--- config.mk ---
export PLATFORM = sky130hd
export DESIGN_NAME = filter_status_regs
export DESIGN_NICKNAME = d
export VERILOG_FILES = /design/src/rtl/filter_regs_pkg.sv /design/src/rtl/settle_timer.sv /design/src/rtl/filter_status_regs.sv
export SDC_FILE = /design/constraint.sdc
export NUM_CORES = 1
export LEC_CHECK = 0
export BUFFER_PORTS_ARGS = -buffer_cell sky130_fd_sc_hd__buf_2
export CAP_MARGIN = 20
export CORE_ASPECT_RATIO = 1.2
export CORE_UTILIZATION = 60
export DETAILED_ROUTE_END_ITERATION = 8
export GPL_TIMING_DRIVEN = 0
export PLACE_DENSITY = 0.94
export SKIP_CTS_REPAIR_TIMING = 1
export SLEW_MARGIN = 20
export SYNTH_ARGS = -nofsm -noshare
export SYNTH_HDL_FRONTEND = slang
export SYNTH_HIERARCHICAL = 1
export SYNTH_SLANG_ARGS = --single-unit
--- constraint.sdc ---
create_clock -name clock -period 4 [get_ports clock]
set_input_delay 0.4 -clock clock [delete_from_list [all_inputs] [get_ports clock]]
set_output_delay 0.4 -clock clock [all_outputs]
set_load 0.02 [all_outputs]
--- src/rtl/filter_regs_pkg.sv ---
// Package for the loop-filter and memory-status register slice.
// Assumes a byte-wide register port driven by the serial host controller.
package filter_regs_pkg;
  localparam int ADDR_W = 7;
  localparam int DATA_W = 8;

  localparam logic [6:0] OFS_CAP_ONE   = 7'h25;
  localparam logic [6:0] OFS_RES_THREE = 7'h26;
  localparam logic [6:0] OFS_CAP_THREE = 7'h27;
  localparam logic [6:0] OFS_LOCK_WAIT = 7'h2a;
  localparam logic [6:0] OFS_CHECKSUM  = 7'h2f;
  localparam logic [6:0] OFS_CYCLES    = 7'h30;

  localparam logic [2:0] CAP_ONE_RESET   = 3'h0;
  localparam logic [6:0] RES_THREE_RESET = 7'h00;
  localparam logic [2:0] CAP_THREE_RESET = 3'h0;
  localparam logic [1:0] CLOSED_RESET    = 2'h2;
  localparam logic [1:0] OSC_RESET       = 2'h1;
  localparam logic [7:0] BYTE_ZERO       = 8'h00;
  localparam logic [7:0] CYCLE_MAX       = 8'hff;

  // Field positions in the lock-wait register
  localparam int CLOSED_LSB = 2;
  localparam int OSC_LSB    = 0;

  // Settle times in microseconds, indexed by code
  localparam int CLOSED_US [4] = '{150, 300, 500, 2000};
  localparam int OSC_US    [4] = '{20, 400, 4000, 10000};
  localparam int CLOCK_MHZ     = 25;
  localparam int WAIT_W        = 18;

  typedef struct packed {
    logic             write;
    logic             read;
    logic [ADDR_W-1:0] addr;
    logic [DATA_W-1:0] wdata;
  } reg_req_type;

  typedef struct packed {
    logic [2:0] first_filter_cap_code;
    logic [6:0] third_filter_res_code;
    logic [2:0] third_filter_cap_code;
    logic [1:0] closed_loop_settle_code;
    logic [1:0] oscillator_settle_code;
  } filter_cfg_type;

  typedef struct packed {
    logic       load;
    logic [7:0] stored_checksum;
    logic [7:0] program_cycle_counter;
  } nvm_load_type;
endpackage

--- src/rtl/settle_timer.sv ---
// Settle timer: counts a loaded number of clock cycles, then pulses done.
// Assumes start is a one-cycle pulse from the same clock domain.
`timescale 1ns/1ps
`default_nettype none
module settle_timer #(
  parameter int WIDTH = 18
) (
  input  wire logic             clock,
  input  wire logic             nrst,
  input  wire logic             start,
  input  wire logic [WIDTH-1:0] cycles,
  output var  logic             busy,
  output var  logic             done
);
  logic [WIDTH-1:0] count_q;

  if (WIDTH < 1)
  begin : g_bad_width
    $error("Settle timer width must be at least one bit");
  end

  always_ff @(posedge clock or negedge nrst)
  begin
    if (!nrst)
    begin
      count_q <= '0;
      busy    <= 1'b0;
      done    <= 1'b0;
    end
    else
    begin
      done <= 1'b0;
      if (start)
      begin
        count_q <= cycles;
        busy    <= 1'b1;
      end
      else if (busy)
      begin
        if (count_q <= WIDTH'(1))
        begin
          busy <= 1'b0;
          done <= 1'b1;
        end
        else
          count_q <= count_q - WIDTH'(1);
      end
    end
  end
endmodule
`default_nettype wire

--- src/rtl/filter_status_regs.sv ---
// Loop-filter selection, calibration wait codes and memory status registers.
// Assumes a byte register port from the serial host and a memory controller
// that presents load pulses and erase/program completion pulses.
// What this block does
// - First filter capacitor is a 3-bit code, reset zero, meaning 5 + 50*code pF.
// - Third filter resistor is a 7-bit code, reset zero, every code being a valid choice.
// - Third filter capacitor is a 3-bit code, reset zero, meaning 5*code pF.
// - Closed-loop wait code in bits 3:2 picks 150/300/500/2000 us and resets to 2.
// - Oscillator wait code in bits 1:0 picks 20/400/4000/10000 us and resets to 1.
// - A read-only byte shows the stored checksum, zero until memory is loaded.
// - The cycle counter steps by one after each finished erase/program cycle.
// - The stepped count is handed back to memory so it survives power loss.
// - The counter reloads from memory on each load pulse; a cycle in the same clock steps the loaded value.
// - The counter stops at 255 and further cycles leave it there.
`timescale 1ns/1ps
`default_nettype none
module filter_status_regs
  import filter_regs_pkg::*;
#(
  parameter int CLOSED_CYCLES_MAX = CLOSED_US[3] * CLOCK_MHZ,
  parameter int OSC_CYCLES_MAX    = OSC_US[3] * CLOCK_MHZ
) (
  input  wire logic                           clock,
  input  wire logic                           nrst,
  input  wire filter_regs_pkg::reg_req_type   req,
  output var  logic [filter_regs_pkg::DATA_W-1:0] rdata,
  input  wire filter_regs_pkg::nvm_load_type  nvm_load,
  input  wire logic                           cycle_done,
  input  wire logic                           cal_start,
  output var  filter_regs_pkg::filter_cfg_type cfg,
  output var  logic [7:0]                     count_to_store,
  output var  logic                           count_store,
  output var  logic                           cal_busy,
  output var  logic                           cal_done
);
  import filter_regs_pkg::*;

  // Clamps must fit the settle timer and allow at least one cycle of wait
  if (CLOSED_CYCLES_MAX >= (1 << WAIT_W) || OSC_CYCLES_MAX >= (1 << WAIT_W) ||
      CLOSED_CYCLES_MAX < 1 || OSC_CYCLES_MAX < 1)
  begin : g_bad_wait
    $error("Wait counts do not fit the settle timer");
  end

  filter_cfg_type cfg_q;
  logic [7:0]     checksum_q;
  logic [7:0]     cycles_q;
  logic [7:0]     cycles_d;

  typedef enum logic [1:0] {
    CAL_IDLE   = 2'b00,
    CAL_OSC    = 2'b01,
    CAL_CLOSED = 2'b10
  } cal_state_type;
  cal_state_type cal_q;

  logic              timer_start;
  logic [WAIT_W-1:0] timer_cycles;
  logic              timer_busy;
  logic              timer_done;

  wire wr = req.write;

  // Configuration fields; only the documented bits are stored
  always_ff @(posedge clock or negedge nrst)
  begin
    if (!nrst)
    begin
      cfg_q.first_filter_cap_code   <= CAP_ONE_RESET;
      cfg_q.third_filter_res_code   <= RES_THREE_RESET;
      cfg_q.third_filter_cap_code   <= CAP_THREE_RESET;
      cfg_q.closed_loop_settle_code <= CLOSED_RESET;
      cfg_q.oscillator_settle_code  <= OSC_RESET;
    end
    else if (wr)
    begin
      case (req.addr)
        OFS_CAP_ONE:   cfg_q.first_filter_cap_code <= req.wdata[2:0];
        OFS_RES_THREE: cfg_q.third_filter_res_code <= req.wdata[6:0];
        OFS_CAP_THREE: cfg_q.third_filter_cap_code <= req.wdata[2:0];
        OFS_LOCK_WAIT:
        begin
          cfg_q.closed_loop_settle_code <= req.wdata[CLOSED_LSB +: 2];
          cfg_q.oscillator_settle_code  <= req.wdata[OSC_LSB +: 2];
        end
        default: ;  // Read-only and unmapped writes are dropped
      endcase
    end
  end

  // Stored checksum follows each memory load
  always_ff @(posedge clock or negedge nrst)
  begin
    if (!nrst)
      checksum_q <= BYTE_ZERO;
    else if (nvm_load.load)
      checksum_q <= nvm_load.stored_checksum;
  end

  // A completed cycle counts up (saturating) and the result is stored back,
  // so the visible value is always the one the memory now holds.
  always_comb
  begin
    cycles_d = cycles_q;
    if (nvm_load.load)
      cycles_d = nvm_load.program_cycle_counter;
    if (cycle_done && cycles_d != CYCLE_MAX)
      cycles_d = cycles_d + 8'h01;
  end

  always_ff @(posedge clock or negedge nrst)
  begin
    if (!nrst)
    begin
      cycles_q       <= BYTE_ZERO;
      count_to_store <= BYTE_ZERO;
      count_store    <= 1'b0;
    end
    else
    begin
      cycles_q       <= cycles_d;
      count_store    <= cycle_done;
      count_to_store <= cycles_d;
    end
  end

  // Calibration: oscillator settle wait, then closed-loop settle wait
  function automatic logic [WAIT_W-1:0] us_to_cycles(input int us, input int cap);
    int c;
    c = us * CLOCK_MHZ;
    if (c > cap)
      c = cap;
    if (c < 1)
      c = 1;
    return c[WAIT_W-1:0];
  endfunction

  always_ff @(posedge clock or negedge nrst)
  begin
    if (!nrst)
    begin
      cal_q        <= CAL_IDLE;
      timer_start  <= 1'b0;
      timer_cycles <= '0;
      cal_done     <= 1'b0;
    end
    else
    begin
      timer_start <= 1'b0;
      cal_done    <= 1'b0;
      case (cal_q)
        CAL_IDLE:
          if (cal_start)
          begin
            timer_cycles <= us_to_cycles(OSC_US[cfg_q.oscillator_settle_code],
                                         OSC_CYCLES_MAX);
            timer_start  <= 1'b1;
            cal_q        <= CAL_OSC;
          end
        CAL_OSC:
          if (timer_done)
          begin
            timer_cycles <= us_to_cycles(CLOSED_US[cfg_q.closed_loop_settle_code],
                                         CLOSED_CYCLES_MAX);
            timer_start  <= 1'b1;
            cal_q        <= CAL_CLOSED;
          end
        CAL_CLOSED:
          if (timer_done)
          begin
            cal_done <= 1'b1;
            cal_q    <= CAL_IDLE;
          end
        default: cal_q <= CAL_IDLE;
      endcase
    end
  end

  settle_timer #(
    .WIDTH (WAIT_W)
  ) u_timer (
    .clock  (clock),
    .nrst   (nrst),
    .start  (timer_start),
    .cycles (timer_cycles),
    .busy   (timer_busy),
    .done   (timer_done)
  );

  always_ff @(posedge clock or negedge nrst)
  begin
    if (!nrst)
      cal_busy <= 1'b0;
    else
      cal_busy <= (cal_q != CAL_IDLE) || timer_busy;
  end

  // Registered read data; reserved bits return zero
  always_ff @(posedge clock or negedge nrst)
  begin
    if (!nrst)
      rdata <= BYTE_ZERO;
    else if (req.read)
    begin
      case (req.addr)
        OFS_CAP_ONE:   rdata <= {5'h0, cfg_q.first_filter_cap_code};
        OFS_RES_THREE: rdata <= {1'h0, cfg_q.third_filter_res_code};
        OFS_CAP_THREE: rdata <= {5'h0, cfg_q.third_filter_cap_code};
        OFS_LOCK_WAIT: rdata <= {4'h0, cfg_q.closed_loop_settle_code,
                                 cfg_q.oscillator_settle_code};
        OFS_CHECKSUM:  rdata <= checksum_q;
        OFS_CYCLES:    rdata <= cycles_q;
        default:       rdata <= BYTE_ZERO;
      endcase
    end
  end

  always_ff @(posedge clock or negedge nrst)
  begin
    if (!nrst)
      cfg <= '{first_filter_cap_code: CAP_ONE_RESET, third_filter_res_code: RES_THREE_RESET,
               third_filter_cap_code: CAP_THREE_RESET, closed_loop_settle_code: CLOSED_RESET,
               oscillator_settle_code: OSC_RESET};
    else
      cfg <= cfg_q;
  end
endmodule
`default_nettype wire

==> flow_summary.yaml <==
outcome:
  run_status: "finished clean"
sta:
  tightest_slew_ns: 0.5870
  relSlewSlack_pct: 60.57
  setup_viol: 0
  hold_viol_final: 0
  fin_crit_sh_pct: 65.82
  slew_viol_final: 0
  period_minus_slack_ns: 2.633
  setup_tns_ns: 0
  fin_skew_ns: 0.01437
  rsz0062_at_grt: "false"
  holdWs_ns: 0.2262
  setup_ws_ns: 1.367
  fmax_mhz: 379.8
power:
  clkPwrFrac_pct: 21.6
  power_switching_w: 0.001118
  intPower_w: 0.001883
  power_density_mw_per_mm2: 479.7
  p_seq_share_pct: 49.6
  comb_power_share_pct: 28.9
  vdd_drop_max_v: 0.0002842
  leakage_nw: 2.844
  switching_share_pct: 37.25
critical_path:
  startpoint_type: "flop"
  crit_required_ns: 4.28
  critPathArrivalTime_ns: 2.91
  reg2reg_from: "cfg_q[3]"
  path_class: "flop to flop"
  startpoint: "cfg_q[3]"
  rr_worst_depth: 8
  crit_fanout: 10
  end_kind: "flop"
die:
  die_area_mm2: 0.009577
  chipWidth_um: 89.50
  start_util_pct: 63.01
  ioPinCount: 74
  fp.coreArea_mm2: 0.008750
  std_cell_rows: 37
  die_y_um: 107
global_route:
  grt_pass1_vias: 4350
  grt_first_pass_wirelength_um: 20510
  antenna_found_initial: 0
  grt-ovfl-total: 0
  track_usage_pct: 28.12
  grt_max_degree: 83
layout:
  regArea_mm2: 0.002557
  fin_util_pct: 71.50
  antenna-diode-count: 0
  multi_input_area_mm2: 0.002771
  fillers: 547
  drive_gt1_share_pct: 25.34
  syn_to_final_growth_pct: 13.48
  layout.nets: 652
logic_synthesis:
  syn_nets: 569
  async_reset_ff_share_pct: 100.0
  synth_area_leaders: "dfrtp_1, ha_1, nand2_1"
  synth_seq_cells: 102
  yosys.area.top_type: "dfrtp_1"
  ys_top_cells_by_count: "dfrtp_1, nand2_1, ha_1"
  yosys_most_used_dff: "dfrtp_1"
  synthesis.area_mm2: 0.005513
  synth.most_common_cell: "dfrtp_1"
  synth_seq_area_share_pct: 46.39
  yosysWarnings: 6
  yosysUniqueCellTypes: 79
  yosys.area.top_type_share_pct: 44.48
  synth_edf_count: 0
  avgSynthCellArea_um2: 11.03
  synth_cells: 500
min_path:
  hp-start: "cycle_done"
  holdPathStages: 1
  min_path_type: "input port to flop"
route:
  routedWlPerCell_um: 17.87
  drt-pass1-iter-count: 5
  drtIter0Drc: 283
  drc: 0
  wirelength_um: 12600
  num_vias: 4287
  routed_via_density: 6.081
  ant_nets: 0
clock_tree:
  clockRootBuffer: "clkbuf_8"
  insertion_delay_ns: 0.39
  htreeDepth: 3
  clk_path_buf_depth: 2
  cts_buffers: 9
  cts.clk_slew.worst_paths_ns: 0.11
  clock_sinks: 102
  cts_tree: "yes"
placement:
  port_buffers: 70
  gp_congestion: 0.9060
  pre_cts_slack_ns: 1.394
  dp_hpwl_um: 9379
job:
  drv_cap: 0
## cell usage in the layout (no fill, tap or decap), types with 5 or more instances in the layout
master and instances:
a21oi_1 22, a31oi_1 16, and3_1 5, buf_2 72
buf_6 5, clkbuf_1 10, clkbuf_8 9, dfrtp_1 98
ha_1 30, inv_1 16, mux2_1 11, mux2_2 11
mux2_4 8, mux2i_1 12, nand2_1 45, nand3_1 12
nor2_1 24, nor2b_1 9, nor3_1 8, o211ai_1 6
o21ai_0 8, o21ai_1 20, xnor2_1 15, xor2_1 8
## critical path, cell delays in order, from the launching register on
cell      delay [ns]
dfstp_2         0.65
inv_1           0.15
ha_1            0.32
and2_2          0.24
ha_1            0.18
ha_1            0.26
nand3_1         0.09
o311a_4         0.35
o311ai_1        0.28
## flip-flops by register name, indices dropped and copies added (netlist names), 2 cells and up
register and cells:
cal_q 2, cfg 17, cfg_q 17, checksum_q 8, cycles_q 8, rdata 8
timer_cycles 18, u_timer/count_q 18
## routing by layer
layer  global-route usage [%]  up-vias  wire, µm  share of wire (%)
met4                    12.47        0       373                3.0
met2                    50.16      166      6739                 53
met5                        0        -         0                  0
li1                         -     1960         -                  -
met3                    5.928       31       732                5.8
met1                    31.66     2130      4753                 38
## per-stage QoR
step | total power, W | instance area [µm²] | cells
after floorplan | 0.002075 | 5513 | 500
after global placement | 0.002283 | 6010 | 687
after detailed placement | 0.002351 | 6043 | 688
after CTS | 0.002988 | 6246 | 704
after global routing | 0.003146 | 6256 | 705
final | 0.003001 | 6256 | 705
## worst paths after layout
check / slack, ns / endpoint
worst max register to register: 1.37 / timer_cycles[7]
worst min-delay path: 0.23 / count_store
worst max-delay path: 1.37 / timer_cycles[7]
min in group asynchronous: 0.41 / u_timer/count_q[7]
worst min register to register: 0.41 / cfg[6]
max in group asynchronous: 2.89 / cfg[3]
## power groups by stage
stage,sequential [W],clock [W],combinational [W]
2_1_floorplan,0.00149,0,0.000587
3_3_place_gp,0.00148,0,0.000801
3_5_place_dp,0.00150,0,0.000849
4_1_cts,0.00148,0.000647,0.000859
5_1_grt,0.00151,0.000685,0.000946
6_report,0.00149,0.000647,0.000866
## cell families after synthesis
logic type | synth area share (%)
buffers and inverters | 3.336
other | 0.06802
muxes | 8.852
and+or+nand+nor | 16.89
DFF | 46.39
adders and majority gates | 7.172
xor gates and xnor gates | 3.654
AOI/OAI and AO/OA | 13.64
## final cells by class
type                    instances  share of cell area [%]
clock buffers                   9                   1.980
well taps                     117                   2.340
plain buffers                  20                   1.920
clock inverters                 7                   1.260
flip-flops and latches        102                   40.88
multi-input cells             361                   44.30
inverters                      17                   1.020
repair buffers                 72                   6.300
No activity file was read; power rests on OpenSTA's default activity.
